$ cat src/hdl/ccm_pkg.sv
package ccm_pkg;

    // register byte addresses
    localparam logic [7:0] CCM_ADDR_MODE = 8'h00;
    localparam logic [7:0] CCM_ADDR_STATUS = 8'h04;
    localparam logic [7:0] CCM_ADDR_INSTR = 8'h08;
    localparam logic [7:0] CCM_ADDR_TICKS = 8'h0C;

    // mode register field positions
    localparam int CCM_MODE_OSC_SEL = 0;
    localparam int CCM_MODE_PROC_LO = 1;
    localparam int CCM_MODE_DIV_LO = 3;
    localparam int CCM_MODE_STOP_A = 5;
    localparam int CCM_MODE_STOP_B = 6;
    localparam int CCM_MODE_LOCK = 7;

    // status register field positions
    localparam int CCM_STAT_PHI = 0;
    localparam int CCM_STAT_LOCK = 1;
    localparam int CCM_STAT_RC_DBL = 2;
    localparam int CCM_STAT_BUSY = 3;

    // division ratio encodings
    localparam logic [1:0] CCM_DIV_DOUBLE = 2'h0;
    localparam logic [1:0] CCM_DIV_HIGH = 2'h1;
    localparam logic [1:0] CCM_DIV_MIDDLE = 2'h2;

    // reset values
    localparam logic [1:0] CCM_DIV_RST = CCM_DIV_MIDDLE;
    localparam logic [1:0] CCM_PROC_RST = 2'h0;

    // oscillator falling edges per half system period, minus one
    localparam logic [2:0] CCM_HALF_HIGH = 3'h0;
    localparam logic [2:0] CCM_HALF_MIDDLE = 3'h3;

    // bus responses
    localparam logic [1:0] CCM_RESP_OKAY = 2'h0;
    localparam logic [1:0] CCM_RESP_SLVERR = 2'h2;

    // master to slave signals
    typedef struct packed {
        logic [7:0] awaddr;
        logic [2:0] awprot;
        logic awvalid;
        logic [31:0] wdata;
        logic [3:0] wstrb;
        logic wvalid;
        logic bready;
        logic [7:0] araddr;
        logic [2:0] arprot;
        logic arvalid;
        logic rready;
    } ccm_axil_req_t;

    // slave to master signals
    typedef struct packed {
        logic awready;
        logic wready;
        logic [1:0] bresp;
        logic bvalid;
        logic arready;
        logic [31:0] rdata;
        logic [1:0] rresp;
        logic rvalid;
    } ccm_axil_rsp_t;

endpackage : ccm_pkg

$ cat src/hdl/ccm_clock_mode.sv
// The AXI4-Lite slave port and the address map were left to the implementer.
`timescale 1ns/1ps
module ccm_clock_mode
(
    input wire logic aclk,
    input wire logic aresetn,
    input wire ccm_pkg::ccm_axil_req_t axi_req,
    output ccm_pkg::ccm_axil_rsp_t axi_rsp,
    input wire logic main_osc_input,
    output logic sys_clk,
    output logic sys_tick,
    output logic osc_sel,
    output logic [1:0] proc_mode,
    output logic osc_stop_ctrl_a,
    output logic osc_stop_ctrl_b,
    output logic instr_done
);
    import ccm_pkg::*;

    // bus state
    logic aw_hold_q, aw_hold_d, w_hold_q, w_hold_d;
    logic [7:0] awaddr_q, awaddr_d;
    logic [31:0] wdata_q, wdata_d;
    logic [3:0] wstrb_q, wstrb_d;
    logic awready_q, awready_d, wready_q, wready_d;
    logic bvalid_q, bvalid_d, arready_q, arready_d, rvalid_q, rvalid_d;
    logic [1:0] bresp_q, bresp_d, rresp_q, rresp_d;
    logic [31:0] rdata_q, rdata_d;
    logic wr_fire;
    // configuration state
    logic osc_sel_q, osc_sel_d, lock_q, lock_d;
    logic [1:0] proc_q, proc_d, div_q, div_d;
    logic stop_a_q, stop_a_d, stop_b_q, stop_b_d;
    // divider state
    logic osc_q, osc_d, phi_q, phi_d, tick_q, tick_d;
    logic [2:0] cnt_q, cnt_d;
    // instruction timer state
    logic [7:0] rem_q, rem_d;
    logic busy_q, busy_d, done_q, done_d;
    logic [31:0] ticks_q, ticks_d;

    // true when the address hits a register
    function automatic logic mapped(input logic [7:0] a);
        mapped = (a == CCM_ADDR_MODE) || (a == CCM_ADDR_STATUS) ||
                 (a == CCM_ADDR_INSTR) || (a == CCM_ADDR_TICKS);
    endfunction : mapped

    // read data for an address
    function automatic logic [31:0] rd_value(input logic [7:0] a);
        rd_value = 32'h0000_0000;
        if (a == CCM_ADDR_MODE)
        begin
            rd_value[CCM_MODE_OSC_SEL] = osc_sel_q;
            rd_value[CCM_MODE_PROC_LO +: 2] = proc_q;
            rd_value[CCM_MODE_DIV_LO +: 2] = div_q;
            rd_value[CCM_MODE_STOP_A] = stop_a_q;
            rd_value[CCM_MODE_STOP_B] = stop_b_q;
            rd_value[CCM_MODE_LOCK] = lock_q;
        end
        else if (a == CCM_ADDR_STATUS)
        begin
            rd_value[CCM_STAT_PHI] = phi_q;
            rd_value[CCM_STAT_LOCK] = lock_q;
            rd_value[CCM_STAT_RC_DBL] = osc_sel_q && (div_q == CCM_DIV_DOUBLE);
            rd_value[CCM_STAT_BUSY] = busy_q;
        end
        else if (a == CCM_ADDR_INSTR)
        begin
            rd_value[7:0] = rem_q;
        end
        else if (a == CCM_ADDR_TICKS)
        begin
            rd_value = ticks_q;
        end
    endfunction : rd_value

    // half period length for a division ratio
    function automatic logic [2:0] half_len(input logic [1:0] d);
        half_len = (d == CCM_DIV_HIGH) ? CCM_HALF_HIGH : CCM_HALF_MIDDLE;
    endfunction : half_len

    assign wr_fire = aw_hold_q && w_hold_q && !bvalid_q;

    // axi4-lite slave next state
    always_comb
    begin
        aw_hold_d = aw_hold_q;
        w_hold_d = w_hold_q;
        awaddr_d = awaddr_q;
        wdata_d = wdata_q;
        wstrb_d = wstrb_q;
        bvalid_d = bvalid_q;
        bresp_d = bresp_q;
        rvalid_d = rvalid_q;
        rresp_d = rresp_q;
        rdata_d = rdata_q;
        if (axi_req.awvalid && awready_q)
        begin
            aw_hold_d = 1'b1;
            awaddr_d = axi_req.awaddr;
        end
        if (axi_req.wvalid && wready_q)
        begin
            w_hold_d = 1'b1;
            wdata_d = axi_req.wdata;
            wstrb_d = axi_req.wstrb;
        end
        if (bvalid_q && axi_req.bready)
        begin
            bvalid_d = 1'b0;
        end
        if (wr_fire)
        begin
            aw_hold_d = 1'b0;
            w_hold_d = 1'b0;
            bvalid_d = 1'b1;
            bresp_d = mapped(awaddr_q) ? CCM_RESP_OKAY : CCM_RESP_SLVERR;
        end
        if (rvalid_q && axi_req.rready)
        begin
            rvalid_d = 1'b0;
        end
        if (axi_req.arvalid && arready_q)
        begin
            rvalid_d = 1'b1;
            rdata_d = rd_value(axi_req.araddr);
            rresp_d = mapped(axi_req.araddr) ? CCM_RESP_OKAY : CCM_RESP_SLVERR;
        end
        awready_d = !aw_hold_d && !bvalid_d;
        wready_d = !w_hold_d && !bvalid_d;
        arready_d = !rvalid_d;
    end

    // mode register next state
    always_comb
    begin
        osc_sel_d = osc_sel_q;
        proc_d = proc_q;
        lock_d = lock_q;
        div_d = div_q;
        stop_a_d = stop_a_q;
        stop_b_d = stop_b_q;
        if (wr_fire && (awaddr_q == CCM_ADDR_MODE) && wstrb_q[0])
        begin
            if (!lock_q)
            begin
                osc_sel_d = wdata_q[CCM_MODE_OSC_SEL];
                proc_d = wdata_q[CCM_MODE_PROC_LO +: 2];
                lock_d = 1'b1;
            end
            // reserved ratio code keeps the old ratio
            if (wdata_q[CCM_MODE_DIV_LO +: 2] != 2'h3)
            begin
                div_d = wdata_q[CCM_MODE_DIV_LO +: 2];
            end
            stop_a_d = wdata_q[CCM_MODE_STOP_A];
            stop_b_d = wdata_q[CCM_MODE_STOP_B];
        end
    end

    // clock divider next state
    always_comb
    begin
        osc_d = main_osc_input;
        cnt_d = cnt_q;
        phi_d = phi_q;
        unique case (div_q)
            CCM_DIV_DOUBLE:
            begin
                phi_d = osc_q;
                cnt_d = 3'h0;
            end
            default:
            begin
                if (osc_q && !main_osc_input)
                begin
                    if (cnt_q >= half_len(div_q))
                    begin
                        cnt_d = 3'h0;
                        phi_d = !phi_q;
                    end
                    else
                    begin
                        cnt_d = cnt_q + 3'h1;
                    end
                end
            end
        endcase
        tick_d = phi_d && !phi_q;
    end

    // instruction cycle timer next state
    always_comb
    begin
        rem_d = rem_q;
        busy_d = busy_q;
        done_d = 1'b0;
        ticks_d = tick_q ? ticks_q + 32'h0000_0001 : ticks_q;
        if (busy_q && tick_q)
        begin
            rem_d = rem_q - 8'h01;
            if (rem_q == 8'h01)
            begin
                busy_d = 1'b0;
                done_d = 1'b1;
            end
        end
        if (wr_fire && (awaddr_q == CCM_ADDR_INSTR) && wstrb_q[0] && (wdata_q[7:0] != 8'h00))
        begin
            rem_d = wdata_q[7:0];
            busy_d = 1'b1;
        end
    end

    // registers
    always_ff @(posedge aclk)
    begin
        if (!aresetn)
        begin
            aw_hold_q <= 1'b0;
            w_hold_q <= 1'b0;
            awaddr_q <= 8'h00;
            wdata_q <= 32'h0000_0000;
            wstrb_q <= 4'h0;
            awready_q <= 1'b0;
            wready_q <= 1'b0;
            bvalid_q <= 1'b0;
            bresp_q <= CCM_RESP_OKAY;
            arready_q <= 1'b0;
            rvalid_q <= 1'b0;
            rresp_q <= CCM_RESP_OKAY;
            rdata_q <= 32'h0000_0000;
            osc_sel_q <= 1'b0;
            proc_q <= CCM_PROC_RST;
            lock_q <= 1'b0;
            div_q <= CCM_DIV_RST;
            stop_a_q <= 1'b0;
            stop_b_q <= 1'b0;
            osc_q <= 1'b0;
            phi_q <= 1'b0;
            tick_q <= 1'b0;
            cnt_q <= 3'h0;
            rem_q <= 8'h00;
            busy_q <= 1'b0;
            done_q <= 1'b0;
            ticks_q <= 32'h0000_0000;
        end
        else
        begin
            aw_hold_q <= aw_hold_d;
            w_hold_q <= w_hold_d;
            awaddr_q <= awaddr_d;
            wdata_q <= wdata_d;
            wstrb_q <= wstrb_d;
            awready_q <= awready_d;
            wready_q <= wready_d;
            bvalid_q <= bvalid_d;
            bresp_q <= bresp_d;
            arready_q <= arready_d;
            rvalid_q <= rvalid_d;
            rresp_q <= rresp_d;
            rdata_q <= rdata_d;
            osc_sel_q <= osc_sel_d;
            proc_q <= proc_d;
            lock_q <= lock_d;
            div_q <= div_d;
            stop_a_q <= stop_a_d;
            stop_b_q <= stop_b_d;
            osc_q <= osc_d;
            phi_q <= phi_d;
            tick_q <= tick_d;
            cnt_q <= cnt_d;
            rem_q <= rem_d;
            busy_q <= busy_d;
            done_q <= done_d;
            ticks_q <= ticks_d;
        end
    end

    // outputs straight from flops
    // one driver for the whole response struct
    assign axi_rsp = '{awready: awready_q, wready: wready_q, bresp: bresp_q, bvalid: bvalid_q,
                       arready: arready_q, rdata: rdata_q, rresp: rresp_q, rvalid: rvalid_q};
    assign sys_clk = phi_q;
    assign sys_tick = tick_q;
    // source, mode and stop controls driven to the pins
    assign osc_sel = osc_sel_q;
    assign proc_mode = proc_q;
    assign osc_stop_ctrl_a = stop_a_q;
    assign osc_stop_ctrl_b = stop_b_q;
    assign instr_done = done_q;

    // double speed tracks the sampled oscillator
    property p_double_follow;
        @(posedge aclk) disable iff (!aresetn)
        (div_q == CCM_DIV_DOUBLE) && $stable(div_q) |=> (phi_q == $past(osc_q));
    endproperty
    a_double_follow: assert property (p_double_follow) else $error("double speed clock mismatch");

    // high speed flips on every oscillator fall
    property p_high_flip;
        @(posedge aclk) disable iff (!aresetn)
        (div_q == CCM_DIV_HIGH) && (cnt_q == 3'h0) && osc_q && !main_osc_input |=> (phi_q != $past(phi_q));
    endproperty
    a_high_flip: assert property (p_high_flip) else $error("high speed clock did not toggle");

    // middle speed holds until the fourth fall
    property p_mid_hold;
        @(posedge aclk) disable iff (!aresetn)
        (div_q == CCM_DIV_MIDDLE) && (cnt_q < 3'h3) |=> $stable(phi_q) && (div_q != CCM_DIV_MIDDLE || cnt_q <= 3'h3);
    endproperty
    a_mid_hold: assert property (p_mid_hold) else $error("middle speed clock toggled early");

    // timer ends the cycle after the last system tick
    property p_instr_end;
        @(posedge aclk) disable iff (!aresetn)
        busy_q && tick_q && (rem_q == 8'h01) && !wr_fire |=> !busy_q && instr_done ##1 !instr_done;
    endproperty
    a_instr_end: assert property (p_instr_end) else $error("instruction timer end wrong");

    // first mode write locks the source and mode fields
    property p_first_lock;
        @(posedge aclk) disable iff (!aresetn)
        wr_fire && (awaddr_q == CCM_ADDR_MODE) && wstrb_q[0] && !lock_q
        |=> lock_q && (osc_sel_q == $past(wdata_q[CCM_MODE_OSC_SEL]));
    endproperty
    a_first_lock: assert property (p_first_lock) else $error("mode register not locked");

    // locked fields never change
    property p_lock_hold;
        @(posedge aclk) disable iff (!aresetn)
        lock_q |=> lock_q && $stable(osc_sel_q) && $stable(proc_q);
    endproperty
    a_lock_hold: assert property (p_lock_hold) else $error("locked mode bits changed");

    // write response follows in the same or the next cycle once both parts are held
    property p_bresp;
        @(posedge aclk) disable iff (!aresetn)
        aw_hold_q && w_hold_q |-> ##[0:1] bvalid_q;
    endproperty
    a_bresp: assert property (p_bresp) else $error("write response missing");

    c_high_tick: cover property (@(posedge aclk) disable iff (!aresetn) (div_q == CCM_DIV_HIGH) && tick_q);
    c_mid_tick: cover property (@(posedge aclk) disable iff (!aresetn) (div_q == CCM_DIV_MIDDLE) && tick_q);
    c_lock: cover property (@(posedge aclk) disable iff (!aresetn) $rose(lock_q));
    c_done: cover property (@(posedge aclk) disable iff (!aresetn) instr_done);

endmodule : ccm_clock_mode

$ cat config.mk
export PLATFORM = sky130hd
export DESIGN_NAME = ccm_clock_mode
export DESIGN_NICKNAME = d
export VERILOG_FILES = /design/src/hdl/ccm_pkg.sv /design/src/hdl/ccm_clock_mode.sv
export SDC_FILE = /design/constraint.sdc
export NUM_CORES = 1
export LEC_CHECK = 0
export BUFFER_PORTS_ARGS = -buffer_cell sky130_fd_sc_hd__buf_2
export CAP_MARGIN = 20
export CORE_MARGIN = 1
export CORE_UTILIZATION = 50
export CTS_BUF_LIST = sky130_fd_sc_hd__clkbuf_8
export DETAILED_ROUTE_END_ITERATION = 10
export PLACE_DENSITY = 0.79
export SLEW_MARGIN = 40
export SYNTH_ARGS = -nofsm -noshare
export SYNTH_HDL_FRONTEND = slang
export SYNTH_SLANG_ARGS = --single-unit
export TNS_END_PERCENT = 20
$ cat constraint.sdc
create_clock -name aclk -period 1.69 [get_ports aclk]
set_clock_uncertainty 0.15 [all_clocks]
set_input_delay 0.338 -clock aclk [delete_from_list [all_inputs] [get_ports aclk]]
set_output_delay 0.338 -clock aclk [all_outputs]
set_load 0.05 [all_outputs]
==> impl_metrics.toml <==
[outcome]
outcome = "finished, violations left"
violations = "setup timing"

[placed_design]
io_buffer_count = 79
gp_congestion = 0.892
hpwl_um = 9230
placed_area_sq_um = 6000

[yosys]
synth_cell_type_count = 57
synthArstFlopShare_pct = 0
synth_ff_type = "dfxtp_1"
synth_warnings = 0
netlist_instances = 572
yosysSeqAreaShare_pct = 45.3
synth_edf_count = 0
syn_avg_cell_area_sq_um = 8.80
synthesis.area_sq_um = 5030
ys_ff_latch = 114

[clocking]
cts_buffers = 17
clk_pin_slew_ns = 0.08
clockBufferDepth = 2
cts_tree = "done"
clkLatencyLatePin_ns = 0.44
clockRootBuffer = "clkbuf_8"
cts-htree-levels = 4
cts_sinks = 114

[setup_path]
worstSetupEndpointType = "register"
max_stage_delay_ns = 0.43
cp-start-kind = "register"
cp_cell_sequence = "ha_4 > and4_4 > nand4_1 > or3_4 > a21oi_2"
required_ns = 1.92
cp_max_fo = 5
crit_slowest_cell = "or3_4"
rrSetupSlack_ns = -0.06
arrival_ns = 1.98
path_class = "register to register"
cp_top_family = "simple AND/OR/NAND/NOR gates"
cp_num_buf_inv = 0

[global_routing]
grt_max_degree = 39
antenna_found_initial = 0
grt_first_pass_wirelength_um = 21600
grt_pass1_vias = 4711
globalRouteTotalUtil_pct = 26.6
overflow = 0

[finish]
n_antenna_cell = 0
nets = 795
fin_area_sq_um = 6820
final_core_util_pct = 69.8
layout_common_cells = "dfxtp_1, buf_2, buf_4, nand2_1, nor2_1"
fillers = 749
syn2layout_area_growth_pct = 35.4
drive_above_1_share_pct = 33.3
final_common_cell = "dfxtp_1"

[power]
ir_drop_v = 0.000826
powerDensity_nw_per_um2 = 889
power_frac_seq_pct = 45.3
p_leak_uw = 0.00272
p_clk_share_pct = 47.1
switching_share_pct = 24.5
switchingPower_uw = 1490
pwr-share-comb_pct = 7.5
internal_power_uw = 4580

[timing]
slew_violations = 0
fmax_mhz = 571
post-route-period-util_pct = 104
period_needed_ns = 1.75
setup_viol_count_final = 10
rsz0062_at_grt = "true"
worst_slack_ns = -0.0616
finalHoldViolations = 0

[floorplanning]
ios = 115
start_util_pct = 51.5
die_h_um = 102
die_x_um = 102
die_area_sq_um = 10500
core_region_area_sq_um = 9770
fp-row-count = 36

[routing]
drt_iter0_markers = 275
avgRoutedWirePerCell_um = 15.2
drtPass1Iterations = 5
postRouteAntennaNets = 0
via_count = 4888
via_per_inst = 5.62
drt_wl_total_um = 13200
drc = 0

[worst_hold_path]
hp-class = "input port to register"

[job]
cap_viol_max_count = 0
[synthesized netlist by cell type (all sizes together) (6+ instances only)]
| cell type | count | area share (%) |
|---|---|---|
| dfxtp | 114 | 45 |
| nor2 | 55 | 4.2 |
| nand2 | 54 | 4.0 |
| a21oi | 51 | 5.1 |
| nand3 | 32 | 3.2 |
| a22oi | 29 | 4.3 |
| o21ai | 23 | 2.3 |
| clkbuf | 21 | 1.6 |
| buf | 18 | 2.7 |
| o31ai | 15 | 2.2 |
| or4 | 14 | 2.1 |
| xnor2 | 12 | 2.1 |
| inv | 10 | 0.75 |
| nand2b | 10 | 1.2 |
| nand4 | 10 | 1.8 |
| and4 | 9 | 1.7 |
| mux2i | 9 | 1.8 |
| nor3 | 7 | 0.70 |
| nor4 | 7 | 0.99 |
| ha | 6 | 1.5 |
| or3 | 6 | 0.75 |
| xor2 | 6 | 1.0 |
[logic make-up after synthesis]
logic type / share of synthesized area [%]
AOI/OAI and AO/OA: 17.3
xor gates and xnor gates: 3.13
adders and majority gates: 1.49
buffers and inverters: 5.34
DFF: 45.3
muxes: 2.24
other: 0.0745
and+or+nand+nor: 25.1
[path summary, 6_finish.rpt]
check / start / endpoint / cells past startpoint
max: ticks_q[1] / ticks_q[18] / 5
min: axi_req[55] / awaddr_q[0] / 3
max reg2reg: ticks_q[1] / ticks_q[18] / 5
min reg2reg: rdata_q[1] / rdata_q[1] / 2
[worst min-delay path: stages]
cell	delay (ns)
buf_2	0.10
nand3_1	0.06
a21oi_1	0.06
[area by class of cell]
cell class                 instances  area (sq um)  share of cell area, %
clock inverter                    14           200                   2.94
sequential                       114          2300                   33.7
clock buffer                      18           248                   3.63
timing repair buffer             172          1170                   17.2
multi-input combinational        408          2690                   39.5
tap                              133           166                   2.44
inverter                          10          37.5                  0.551
[power groups by stage]
stage	combinational (uW)	clock [uW]	sequential [uW]
final	456	2860	2750
after CTS	427	2890	2750
after floorplan	237	0	2810
after global placement	369	0	2810
after global routing	496	3010	2750
after detailed placement	382	0	2810
[layer usage]
layer	vias up	track usage [%]	part of all wire (%)
met5	-	0	0
met4	0	10.2	1.8
met3	29	6.43	4.1
met2	145	47.1	51
met1	2336	30.9	43
li1	2378	-	-
[sequential cells by signal (all words and copies together), names as in the netlist, 2 cells and up]
register   flops
ticks_q       32
cnt_q          3
proc_mode      2
rdata_q       32
div_q          2
awaddr_q       8
rem_q          8
wdata_q        8
[timing repair]
action / 4_1_cts / 5_1_grt
setup buffers: 1 / 2
pin swaps: 11 / 11
gates resized for setup: 26 / 29
endpoints found under the setup margin: 33 / 38
hold endpoints to repair: 15 / 0
hold buffers: 15 / 0
cloned: 0 / 0
[metrics by stage]
| step | std cells | hold slack (ns) | setup TNS, ns | worst slack (ns) | total power, uW |
|---|---|---|---|---|---|
| finish | 869 | 0.0159 | -0.340 | -0.0616 | 6060 |
| global route | 869 | 0.0197 | -1.62 | -0.122 | 6260 |
| CTS | 867 | 0.00150 | -0.771 | -0.140 | 6060 |
| detailed placement | 819 | 0.308 | -5.62 | -0.177 | 3190 |
| global placement | 819 | 0.306 | -2.58 | -0.133 | 3180 |
| floorplan | 573 | 0.281 | -0.113 | -0.0269 | 3050 |
Power figures use the tool's default switching activity.
